## src/protect_pkg.sv

```systemverilog
// Constants for the downstream protection block: register map, fields,
// reset values and sequencer timing.
// Assumes a byte-wide register port from the serial-port decoder.
//
// Contract
// - Power is I squared plus Q squared, six MSBs
// - Average over 2^(9+exp) pairs, exp 0..10
// - Overrange flag high when average exceeds limit
// - Limit is 13 bits over 0x060 and 0x061
// - Detector runs only while 0x062 bit 7 set
// - Readback shows max after crossing, else instantaneous
// - Detector path shorter than main datapath latency
// - Protect mode plus avg-power bit shuts output
// - Overrange is interrupt event at 0x021/0x025 bit 7
// - Sequencer delays guard and makes power-down controls
// - Core mask: TX fall powers cores down, rise up
// - Clock mask: TX fall powers clock down, rise up
// - Sequencer runs only while 0x11F bit 0 high
// - Blanking follows TX enable, flushes, ramps gain
// - Each protect source ramps gain down to zero; sequencer guard does not, power, link, SPI only in protect mode
// - Ramp steps from 0x140/0x141 and 0x142/0x143
// - Link and serial-write errors may shut output
// - Protect pin ORs sources enabled in 0x013
// - 0x11F bit 2 inverts protect pin polarity
// - 0x013 bit 2 forces protect pin low
// - 0x013 bit 1 selects register TX enable, bit 0 value
package protect_pkg;

    // ==========================================================
    // Register offsets
    localparam logic [11:0] ADDR_MASKS     = 12'h012;
    localparam logic [11:0] ADDR_PIN_SEL   = 12'h013;
    localparam logic [11:0] ADDR_IRQ_EN    = 12'h021;
    localparam logic [11:0] ADDR_IRQ_STAT  = 12'h025;
    localparam logic [11:0] ADDR_LIMIT_LO  = 12'h060;
    localparam logic [11:0] ADDR_LIMIT_HI  = 12'h061;
    localparam logic [11:0] ADDR_DET_CTL   = 12'h062;
    localparam logic [11:0] ADDR_POWER_LO  = 12'h063;
    localparam logic [11:0] ADDR_POWER_HI  = 12'h064;
    localparam logic [11:0] ADDR_LINK_M_LO = 12'h065;
    localparam logic [11:0] ADDR_LINK_M_HI = 12'h066;
    localparam logic [11:0] ADDR_SEQ_CTL   = 12'h11f;
    localparam logic [11:0] ADDR_SPI_ERR   = 12'h125;
    localparam logic [11:0] ADDR_PMODE     = 12'h12c;
    localparam logic [11:0] ADDR_UP_LO     = 12'h140;
    localparam logic [11:0] ADDR_UP_HI     = 12'h141;
    localparam logic [11:0] ADDR_DN_LO     = 12'h142;
    localparam logic [11:0] ADDR_DN_HI     = 12'h143;

    // ==========================================================
    // Field positions
    localparam int BIT_CORE_MASK  = 6;
    localparam int BIT_CLK_MASK   = 4;
    localparam int BIT_RT_PWR     = 6;
    localparam int BIT_RT_TX      = 5;
    localparam int BIT_RT_BLANK   = 4;
    localparam int BIT_RT_SPI     = 3;
    localparam int BIT_PIN_LOW    = 2;
    localparam int BIT_TX_SEL     = 1;
    localparam int BIT_TX_VAL     = 0;
    localparam int BIT_DET_ON     = 7;
    localparam int BIT_PWR_IRQ    = 7;
    localparam int BIT_SEQ_ON     = 0;
    localparam int BIT_PIN_INV    = 2;
    localparam int BIT_PMODE      = 7;
    localparam int BIT_SD_AVG     = 0;
    localparam int BIT_SD_SPI     = 0;

    // ==========================================================
    // Reset values and detector figures
    localparam logic [7:0]  REG_RESET     = 8'h00;
    localparam logic [11:0] GAIN_RESET    = 12'h800;
    localparam int          AVG_BASE_EXP  = 9;
    localparam int          AVG_EXP_MAX   = 10;
    localparam int          SAMPLE_BITS   = 6;

    // ==========================================================
    // Timing
    localparam int CLK_PERIOD_NS = 100;
    localparam int SEQ_DELAY_NS  = 1600;
    localparam int SEQ_DELAY_CYC = (SEQ_DELAY_NS + CLK_PERIOD_NS - 1) / CLK_PERIOD_NS;

    typedef enum logic [1:0] {
        SEQ_ON   = 2'b00,
        SEQ_DOWN = 2'b01,
        SEQ_OFF  = 2'b11,
        SEQ_WAKE = 2'b10
    } seq_state_e;

endpackage

```

## src/downstream_protection.sv

```systemverilog
// Downstream protection: power detector, transmit sequencer, blanking,
// gain ramp and protect pin generation.
// Assumes samples and register strobes on i_clk; the pin inputs are async.
`timescale 1ns/1ps
module downstream_protection
    import protect_pkg::*;
#(
    parameter int SEQ_DELAY  = SEQ_DELAY_CYC,
    parameter int LINK_ERRS  = 16
) (
    input  wire logic                 i_clk,
    input  wire logic                 i_rst_n,
    input  wire logic [11:0]          i_reg_addr,
    input  wire logic [7:0]           i_reg_wdata,
    input  wire logic                 i_reg_wr,
    input  wire logic                 i_reg_rd,
    output logic      [7:0]           o_reg_rdata,
    input  wire logic [15:0]          i_sample_i,
    input  wire logic [15:0]          i_sample_q,
    input  wire logic                 i_sample_valid,
    input  wire logic                 i_transmit_enable,
    input  wire logic [LINK_ERRS-1:0] i_link_errors,
    input  wire logic                 i_spi_write_error,
    input  wire logic                 i_dig_gain_en,
    input  wire logic [11:0]          i_gain_code,
    output logic      [11:0]          o_gain_applied,
    output logic                      o_core_powerdown,
    output logic                      o_clock_powerdown,
    output logic                      o_datapath_flush,
    output logic                      o_power_irq_source,
    output logic                      o_protect_out
);

    // ==========================================================
    // Elaboration checks
    if (SEQ_DELAY < 1) begin : g_bad_delay
        $error("SEQ_DELAY must be at least one cycle");
    end
    if (LINK_ERRS < 1 || LINK_ERRS > 16) begin : g_bad_errs
        $error("LINK_ERRS must be 1 to 16");
    end

    // ==========================================================
    // Register file
    logic [7:0]  masks_r, pin_sel_r, irq_en_r, lim_lo_r, lim_hi_r, det_ctl_r;
    logic [7:0]  link_lo_r, link_hi_r, seq_ctl_r, spi_err_r, pmode_r;
    logic [7:0]  up_lo_r, up_hi_r, dn_lo_r, dn_hi_r;
    logic        irq_clear;
    logic [12:0] limit;
    logic [12:0] readback;
    logic        irq_status;

    assign limit     = {lim_hi_r[4:0], lim_lo_r};
    assign irq_clear = i_reg_wr && i_reg_addr == ADDR_IRQ_STAT && i_reg_wdata[BIT_PWR_IRQ];

    always_ff @(posedge i_clk or negedge i_rst_n) begin
        if (!i_rst_n) begin
            masks_r   <= REG_RESET;
            pin_sel_r <= REG_RESET;
            irq_en_r  <= REG_RESET;
            lim_lo_r  <= REG_RESET;
            lim_hi_r  <= REG_RESET;
            det_ctl_r <= REG_RESET;
            link_lo_r <= REG_RESET;
            link_hi_r <= REG_RESET;
            seq_ctl_r <= REG_RESET;
            spi_err_r <= REG_RESET;
            pmode_r   <= REG_RESET;
            up_lo_r   <= REG_RESET;
            up_hi_r   <= REG_RESET;
            dn_lo_r   <= REG_RESET;
            dn_hi_r   <= REG_RESET;
        end else if (i_reg_wr) begin
            case (i_reg_addr)
                ADDR_MASKS:     masks_r   <= i_reg_wdata;
                ADDR_PIN_SEL:   pin_sel_r <= i_reg_wdata;
                ADDR_IRQ_EN:    irq_en_r  <= i_reg_wdata;
                ADDR_LIMIT_LO:  lim_lo_r  <= i_reg_wdata;
                ADDR_LIMIT_HI:  lim_hi_r  <= {3'h0, i_reg_wdata[4:0]};
                ADDR_DET_CTL:   det_ctl_r <= i_reg_wdata;
                ADDR_LINK_M_LO: link_lo_r <= i_reg_wdata;
                ADDR_LINK_M_HI: link_hi_r <= i_reg_wdata;
                ADDR_SEQ_CTL:   seq_ctl_r <= i_reg_wdata;
                ADDR_SPI_ERR:   spi_err_r <= i_reg_wdata;
                ADDR_PMODE:     pmode_r   <= i_reg_wdata;
                ADDR_UP_LO:     up_lo_r   <= i_reg_wdata;
                ADDR_UP_HI:     up_hi_r   <= i_reg_wdata;
                ADDR_DN_LO:     dn_lo_r   <= i_reg_wdata;
                ADDR_DN_HI:     dn_hi_r   <= i_reg_wdata;
                default: begin
                end
            endcase
        end
    end

    // Read data is registered; unmapped offsets answer zero
    always_ff @(posedge i_clk or negedge i_rst_n) begin
        if (!i_rst_n) begin
            o_reg_rdata <= 8'h00;
        end else if (i_reg_rd) begin
            case (i_reg_addr)
                ADDR_MASKS:     o_reg_rdata <= masks_r;
                ADDR_PIN_SEL:   o_reg_rdata <= pin_sel_r;
                ADDR_IRQ_EN:    o_reg_rdata <= irq_en_r;
                ADDR_IRQ_STAT:  o_reg_rdata <= {irq_status, 7'h00};
                ADDR_LIMIT_LO:  o_reg_rdata <= lim_lo_r;
                ADDR_LIMIT_HI:  o_reg_rdata <= lim_hi_r;
                ADDR_DET_CTL:   o_reg_rdata <= det_ctl_r;
                ADDR_POWER_LO:  o_reg_rdata <= readback[7:0];
                ADDR_POWER_HI:  o_reg_rdata <= {3'h0, readback[12:8]};
                ADDR_LINK_M_LO: o_reg_rdata <= link_lo_r;
                ADDR_LINK_M_HI: o_reg_rdata <= link_hi_r;
                ADDR_SEQ_CTL:   o_reg_rdata <= seq_ctl_r;
                ADDR_SPI_ERR:   o_reg_rdata <= spi_err_r;
                ADDR_PMODE:     o_reg_rdata <= pmode_r;
                ADDR_UP_LO:     o_reg_rdata <= up_lo_r;
                ADDR_UP_HI:     o_reg_rdata <= up_hi_r;
                ADDR_DN_LO:     o_reg_rdata <= dn_lo_r;
                ADDR_DN_HI:     o_reg_rdata <= dn_hi_r;
                default:        o_reg_rdata <= 8'h00;
            endcase
        end
    end

    // ==========================================================
    // Power detector
    // Works on raw input samples, ahead of the interpolating datapath,
    // so the flag can act before the same samples reach the cores.
    function automatic logic [10:0] square6(input logic [SAMPLE_BITS-1:0] s);
        logic [SAMPLE_BITS-1:0] mag;
        mag = s[SAMPLE_BITS-1] ? 6'(-s) : s;
        if (s == 6'h20) begin
            square6 = 11'h400;
        end else begin
            square6 = 11'({5'h00, mag} * {5'h00, mag});
        end
    endfunction

    logic        det_on;
    logic [3:0]  avg_exp;
    logic [4:0]  avg_shift;
    logic [11:0] sample_power;
    logic [30:0] acc_r, acc_sum;
    logic [18:0] cnt_r, cnt_last;
    logic [11:0] avg_nxt;
    logic        win_end;
    logic        pwr_flag_r, pwr_flag_d_r, crossed_r;
    logic [11:0] inst_r, max_r;
    logic        irq_src_r;

    assign det_on       = det_ctl_r[BIT_DET_ON];
    assign avg_exp      = det_ctl_r[3:0] > 4'(AVG_EXP_MAX) ? 4'(AVG_EXP_MAX) : det_ctl_r[3:0];
    assign avg_shift    = 5'(AVG_BASE_EXP) + {1'b0, avg_exp};
    assign sample_power = 12'(square6(i_sample_i[15:10])) + 12'(square6(i_sample_q[15:10]));
    assign acc_sum      = acc_r + 31'(sample_power);
    assign cnt_last     = 19'((32'd1 << avg_shift) - 32'd1);
    assign win_end      = cnt_r == cnt_last;
    assign avg_nxt      = 12'(acc_sum >> avg_shift);

    always_ff @(posedge i_clk or negedge i_rst_n) begin
        if (!i_rst_n) begin
            acc_r      <= 31'h0;
            cnt_r      <= 19'h0;
            pwr_flag_r <= 1'b0;
            crossed_r  <= 1'b0;
            max_r      <= 12'h000;
        end else if (!det_on) begin
            acc_r      <= 31'h0;
            cnt_r      <= 19'h0;
            pwr_flag_r <= 1'b0;
            crossed_r  <= 1'b0;
            max_r      <= 12'h000;
        end else if (i_sample_valid) begin
            if (win_end) begin
                acc_r      <= 31'h0;
                cnt_r      <= 19'h0;
                pwr_flag_r <= {1'b0, avg_nxt} > limit;
                if ({1'b0, avg_nxt} > limit) begin
                    crossed_r <= 1'b1;
                    if (!crossed_r || avg_nxt > max_r) begin
                        max_r <= avg_nxt;
                    end
                end
            end else begin
                acc_r <= acc_sum;
                cnt_r <= cnt_r + 19'h1;
            end
        end
    end

    always_ff @(posedge i_clk or negedge i_rst_n) begin
        if (!i_rst_n) begin
            inst_r <= 12'h000;
        end else if (i_sample_valid) begin
            inst_r <= sample_power;
        end
    end

    assign readback = crossed_r ? {1'b0, max_r} : {1'b0, inst_r};

    // Sticky source only while enabled; a new rise beats a same-cycle clear
    always_ff @(posedge i_clk or negedge i_rst_n) begin
        if (!i_rst_n) begin
            pwr_flag_d_r <= 1'b0;
            irq_src_r    <= 1'b0;
        end else begin
            pwr_flag_d_r <= pwr_flag_r;
            if (!irq_en_r[BIT_PWR_IRQ]) begin
                irq_src_r <= 1'b0;
            end else if (pwr_flag_r && !pwr_flag_d_r) begin
                irq_src_r <= 1'b1;
            end else if (irq_clear) begin
                irq_src_r <= 1'b0;
            end
        end
    end

    assign irq_status         = irq_en_r[BIT_PWR_IRQ] ? irq_src_r : pwr_flag_r;
    assign o_power_irq_source = irq_src_r;

    // ==========================================================
    // Transmit enable source and sequencer
    logic       transmit_enable_meta_r, transmit_enable_sync_r, transmit_enable_d_r;
    logic       transmit_enable_eff, tx_fall, tx_rise, seq_on;
    seq_state_e seq_r;
    logic [15:0] seq_cnt_r;
    logic       tx_guard;

    always_ff @(posedge i_clk or negedge i_rst_n) begin
        if (!i_rst_n) begin
            transmit_enable_meta_r <= 1'b0;
            transmit_enable_sync_r <= 1'b0;
            transmit_enable_d_r    <= 1'b0;
        end else begin
            transmit_enable_meta_r <= i_transmit_enable;
            transmit_enable_sync_r <= transmit_enable_meta_r;
            transmit_enable_d_r    <= transmit_enable_eff;
        end
    end

    assign transmit_enable_eff = pin_sel_r[BIT_TX_SEL] ? pin_sel_r[BIT_TX_VAL] : transmit_enable_sync_r;
    assign tx_fall  = transmit_enable_d_r && !transmit_enable_eff;
    assign tx_rise  = !transmit_enable_d_r && transmit_enable_eff;
    assign seq_on   = seq_ctl_r[BIT_SEQ_ON];

    // Falling edge: guard first, power down after the delay.
    // Rising edge: power up at once, release guard after the delay.
    always_ff @(posedge i_clk or negedge i_rst_n) begin
        if (!i_rst_n) begin
            seq_r     <= SEQ_ON;
            seq_cnt_r <= 16'h0;
        end else if (!seq_on) begin
            seq_r     <= SEQ_ON;
            seq_cnt_r <= 16'h0;
        end else begin
            case (seq_r)
                SEQ_ON: begin
                    if (tx_fall) begin
                        seq_r     <= SEQ_DOWN;
                        seq_cnt_r <= 16'h0;
                    end
                end
                SEQ_DOWN: begin
                    if (tx_rise) begin
                        seq_r     <= SEQ_WAKE;
                        seq_cnt_r <= 16'h0;
                    end else if (seq_cnt_r == 16'(SEQ_DELAY - 1)) begin
                        seq_r <= SEQ_OFF;
                    end else begin
                        seq_cnt_r <= seq_cnt_r + 16'h1;
                    end
                end
                SEQ_OFF: begin
                    if (tx_rise) begin
                        seq_r     <= SEQ_WAKE;
                        seq_cnt_r <= 16'h0;
                    end
                end
                SEQ_WAKE: begin
                    if (tx_fall) begin
                        seq_r     <= SEQ_DOWN;
                        seq_cnt_r <= 16'h0;
                    end else if (seq_cnt_r == 16'(SEQ_DELAY - 1)) begin
                        seq_r <= SEQ_ON;
                    end else begin
                        seq_cnt_r <= seq_cnt_r + 16'h1;
                    end
                end
                default: seq_r <= SEQ_ON;
            endcase
        end
    end

    assign tx_guard = seq_r != SEQ_ON;

    always_ff @(posedge i_clk or negedge i_rst_n) begin
        if (!i_rst_n) begin
            o_core_powerdown  <= 1'b0;
            o_clock_powerdown <= 1'b0;
        end else begin
            o_core_powerdown  <= seq_r == SEQ_OFF && masks_r[BIT_CORE_MASK] && !tx_rise;
            o_clock_powerdown <= seq_r == SEQ_OFF && masks_r[BIT_CLK_MASK] && !tx_rise;
        end
    end

    // ==========================================================
    // Blanking and shutdown sources
    logic blank_guard, blank_d_r;
    logic intf_guard, spi_guard, pwr_shut, shutdown;

    assign blank_guard = !transmit_enable_eff;
    assign intf_guard  = |(i_link_errors & LINK_ERRS'({link_hi_r, link_lo_r}));
    assign spi_guard   = i_spi_write_error && spi_err_r[BIT_SD_SPI];
    assign pwr_shut    = pmode_r[BIT_SD_AVG] && pwr_flag_r;
    assign shutdown    = blank_guard ||
                         (pmode_r[BIT_PMODE] && (pwr_shut || intf_guard || spi_guard));

    always_ff @(posedge i_clk or negedge i_rst_n) begin
        if (!i_rst_n) begin
            // Blanking is already active out of reset, so no flush edge follows it
            blank_d_r        <= 1'b1;
            o_datapath_flush <= 1'b0;
        end else begin
            blank_d_r        <= blank_guard;
            o_datapath_flush <= blank_guard && !blank_d_r;
        end
    end

    // ==========================================================
    // Gain ramp
    // Without the gain stage the ramp cannot act, so the code passes through.
    logic [15:0] step_up, step_dn;
    logic [11:0] target;
    logic [16:0] gain_up, gain_dn;

    assign step_up = {up_hi_r, up_lo_r};
    assign step_dn = {dn_hi_r, dn_lo_r};
    assign target  = shutdown ? 12'h000 : i_gain_code;
    assign gain_up = {5'h0, o_gain_applied} + {1'b0, step_up};
    assign gain_dn = {5'h0, o_gain_applied} - {1'b0, step_dn};

    always_ff @(posedge i_clk or negedge i_rst_n) begin
        if (!i_rst_n) begin
            o_gain_applied <= GAIN_RESET;
        end else if (!i_dig_gain_en) begin
            o_gain_applied <= i_gain_code;
        end else if (o_gain_applied < target) begin
            o_gain_applied <= gain_up >= {5'h0, target} ? target : gain_up[11:0];
        end else if (o_gain_applied > target) begin
            o_gain_applied <= (gain_dn[16] || gain_dn[11:0] <= target) ? target
                                                                       : gain_dn[11:0];
        end
    end

    // ==========================================================
    // Protect pin
    logic any_src;

    assign any_src = (pwr_flag_r  && pin_sel_r[BIT_RT_PWR])   ||
                     (tx_guard    && pin_sel_r[BIT_RT_TX])    ||
                     (blank_guard && pin_sel_r[BIT_RT_BLANK]) ||
                     (spi_guard   && pin_sel_r[BIT_RT_SPI]);

    // High means output valid unless inverted
    always_ff @(posedge i_clk or negedge i_rst_n) begin
        if (!i_rst_n) begin
            o_protect_out <= 1'b0;
        end else if (pin_sel_r[BIT_PIN_LOW]) begin
            o_protect_out <= 1'b0;
        end else begin
            o_protect_out <= seq_ctl_r[BIT_PIN_INV] ? any_src : !any_src;
        end
    end
endmodule

```

## config.mk

```make
export PLATFORM = sky130hd
export DESIGN_NAME = downstream_protection
export DESIGN_NICKNAME = d
export VERILOG_FILES = /design/src/protect_pkg.sv /design/src/downstream_protection.sv
export SDC_FILE = /design/constraint.sdc
export NUM_CORES = 1
export LEC_CHECK = 0
export BUFFER_PORTS_ARGS = -buffer_cell sky130_fd_sc_hd__buf_2
export CAP_MARGIN = 20
export CORE_UTILIZATION = 55
export CTS_CLUSTER_DIAMETER = 200
export DETAILED_ROUTE_END_ITERATION = 8
export PLACE_DENSITY_LB_ADDON = 0.3
export SKIP_LAST_GASP = 1
export SYNTH_ARGS = -nofsm -noshare
export SYNTH_HDL_FRONTEND = slang
export SYNTH_SLANG_ARGS = --single-unit
```

## constraint.sdc

```tcl
create_clock -name i_clk -period 4.6 [get_ports i_clk]
set_clock_uncertainty 0.05 [all_clocks]
set_input_delay 0.69 -clock i_clk [delete_from_list [all_inputs] [get_ports i_clk]]
set_output_delay 0.69 -clock i_clk [all_outputs]
set_load 0.005 [all_outputs]
```

==> results.cfg <==
[layout]
drive_gt1_share_pct = 34.2
layout.nets = 2600
finalInstanceArea_um2 = 23800
antennaDiodeCount = 0
fin_cells = 2810
area_delta_synth_final_pct = 31.5

[setup_path]
worst-r2r-cell-count = 25
rr_endpoint = max_r[1]
endpoint_kind = flip-flop
required_ps = 5010
crit_type = input pin to flip-flop
worst-path-max-fanout = 6
crit_top_cell = buf_6
arrival_ps = 8960
r2r-start = acc_r[0]
cpMaxStageDelayCell = fa_1
reg2reg_slack_ps = -680
cpPeakStageDelay_ps = 540
start_kind = input pin

[sta]
rsz0062_at_grt = true
timing.slew.headroom_pct = 35.5
period_share_pct = 186
setup_viol_count_final = 44
tightest_slew_ps = 968
finalHoldViolCount = 0
period_needed_ps = 8550
clock.fmax_mhz = 117
slew_viol_final = 0
finalWorstSetupSlack_ps = -3950

[place]
placed_area_um2 = 21200
place.gp.congestion = 0.944
pre_cts_ws_ps = -4720
port_buffers = 92
dp_cells = 2700
hpwl_um = 40800

[clocking]
clkTransAtPathRegs_ps = 60
numCtsBuffers = 28
root_buffer = clkbuf_16
clkSinkCount = 241
cts_tree = yes
clockBufferDepth = 3
htreeDepth = 1
clk_latency_ps = 580
ctsHoldBuffers = 0

[floorplanning]
io_pins = 113
die_h_um = 184
die_w_um = 184
rows = 66
coreArea_um2 = 32500
die-area_um2 = 33700
start_util_pct = 55.9

[synth]
netlist_area_um2 = 18100
ys_types = 79
avgSynthCellArea_um2 = 9.07
yosysSeqAreaShare_pct = 33.3
yosysWarnings = 0
synth_edf_count = 0
synth_cells = 2000
async_reset_ff_share_pct = 100
ys_ff_latch = 241
ys.flop_type = dfrtp_1

[run_status]
violations = negative setup slack
status = complete, but fails checks

[detailed_routing]
drt-initial-drc-count = 1630
dr_total_vias = 17924
vias_per_cell = 6.38
route.detailed.drc = 0
drt_first_pass_iters = 7
wl_per_cell_um = 21.3
wl_um = 60000
ant_nets = 0

[worst_hold_path]
hold_class = input pin to asynchronous set/reset pin

[global_routing]
gr-total-overflow = 0
grt_pass1_vias = 17963
grt_max_degree = 117
track_usage_pct = 34.5
antenna_found_initial = 0
grt_pass1_wl_um = 93000

[power_and_ir_drop]
ir_drop_v = 0.000608
p_leak_nw = 10.9
p_per_area_nw_per_um2 = 589
finalPower_w = 0.0141

[job]
cap_violations = 0
[critical path, delay by kind of cell]
| family | cells | cell delay (ps) |
|---|---|---|
| AO/OA/AOI/OAI | 15 | 3050 |
| XOR/XNOR | 5 | 860 |
| adder cells (fa/ha/maj) | 6 | 2320 |
| buffers and inverters | 10 | 1220 |
| AND/OR/NAND/NOR | 6 | 810 |
[synth_stat cells (7+ instances only)]
library cell / n / area [um2]
a211oi_1: 39 / 293
a21o_1: 30 / 225
a21oi_1: 103 / 515
a221oi_1: 18 / 158
a222oi_1: 10 / 100
a22o_1: 22 / 193
a22oi_1: 25 / 188
a31oi_1: 17 / 106
and2_1: 24 / 150
and3_1: 21 / 131
buf_2: 10 / 50.1
clkbuf_1: 63 / 236
dfrtp_1: 239 / 5980
fa_1: 20 / 400
ha_1: 145 / 1810
inv_1: 134 / 503
mux2_2: 138 / 1550
mux2i_1: 22 / 220
nand2_1: 170 / 638
nand2b_1: 15 / 93.8
nand3_1: 46 / 230
nand4_1: 40 / 250
nor2_1: 173 / 649
nor2b_1: 23 / 144
nor3_1: 48 / 240
nor4_1: 11 / 68.8
nor4b_1: 8 / 70.1
o211ai_1: 16 / 120
o21a_1: 13 / 97.6
o21ai_0: 72 / 360
o21bai_1: 13 / 97.6
o22ai_1: 36 / 225
o31ai_1: 7 / 52.6
o41ai_1: 7 / 61.3
or2_2: 10 / 62.6
or3_1: 9 / 56.3
xnor2_1: 62 / 543
xor2_1: 44 / 385
[power breakdown]
group          leakage, nW  total, W  internal (W)  switching [W]
logic                 7.16   0.00924       0.00477        0.00448
registers             3.30   0.00240       0.00224       0.000156
clock network        0.487   0.00242       0.00144       0.000972
[flip-flops by register name, summed over array words and instances, names as in the netlist, 12 cells and up]
name            flops
cnt_r              19
acc_r              31
seq_cnt_r          16
o_gain_applied     12
inst_r             12
max_r              12
[cell families (layout without fill, tap and decap cells)]
logic type / after synthesis / after routing / share of synthesized area, %
AND/OR/NAND/NOR: 623 / 623 / 16.5
AO/OA/AOI/OAI: 491 / 491 / 18.6
flip-flops: 241 / 241 / 33.3
buffers and inverters: 212 / 576 / 4.46
adder cells (fa/ha/maj): 165 / 165 / 12.2
multiplexers: 160 / 160 / 9.78
XOR/XNOR: 106 / 106 / 5.12
other: 2 / 6 / 0.0414
[layout make-up]
type / count / area [um2]
Multi-Input combinational cell: 1551 / 12800
Fill cell: 2229 / 8600
Sequential cell: 241 / 6030
Timing Repair Buffer: 391 / 2910
Clock buffer: 36 / 791
Tap cell: 442 / 553
Inverter: 134 / 513
Clock inverter: 15 / 215
[placed cells by master, fill, tap and decap left out, drive strengths merged, types with 10 or more instances in the layout]
cell    Yosys  layout
o21ai      75      75
a22oi      25      25
xnor2      62      62
dfrtp     239     239
o211ai     16      16
and3       21      21
a211oi     39      39
o21a       13      13
nand2b     15      15
and2       24      24
nor4       11      11
o21bai     13      13
inv       134     133
or2        10      10
nand3      46      46
nor2b      23      23
a31oi      17      17
mux2i      22      22
nand4      40      40
a221oi     19      19
a21o       30      30
xor2       44      44
a21oi     104     104
buf        15     391
a22o       22      22
nor2      174     174
nor3       48      48
clkbuf     63      36
ha        145     145
o22ai      36      36
fa         20      20
mux2      138     138
nand2     170     170
a222oi     10      10
[timing repair]
item                                    in CTS  in global routing
buffers inserted                            47                 19
endpoints found under the setup margin      44                 77
resized for setup                          170                 68
gates cloned                                 3                  0
hold endpoints to repair                     0                  0
pin swaps                                   93                 65
[worst max path at each step]
stage                               from       end  slack, ps  depth (start not counted)
after floorplan           i_sample_i[10]  max_r[7]      -3800                         41
after global placement    i_sample_q[10]  max_r[9]      -4380                         43
after global routing      i_sample_i[10]  max_r[1]      -4320                         43
after detailed placement  i_sample_q[10]  max_r[7]      -4720                         40
after CTS                 i_sample_i[10]  max_r[3]      -3680                         41
final                     i_sample_i[11]  max_r[1]      -3950                         42
[metal layers]
metal | global-route usage [%] | vias up | part of all wire [%]
li1 | - | 7988 | -
met1 | 41.9 | 8822 | 39
met2 | 59.5 | 853 | 49
met3 | 5.29 | 261 | 6.9
met4 | 16.9 | 0 | 5.2
met5 | 0 | - | 0
[through the flow]
step           util (%)  hold slack, ps  TNS [ps]
2_1_floorplan         -             281    -88810
3_3_place_gp       65.4             285   -114370
3_5_place_dp       65.4             298   -124110
4_1_cts            72.1             168    -85390
5_1_grt            73.5             187   -110660
6_report           73.5            87.4    -93400
No activity file was read; power rests on OpenSTA's default activity.
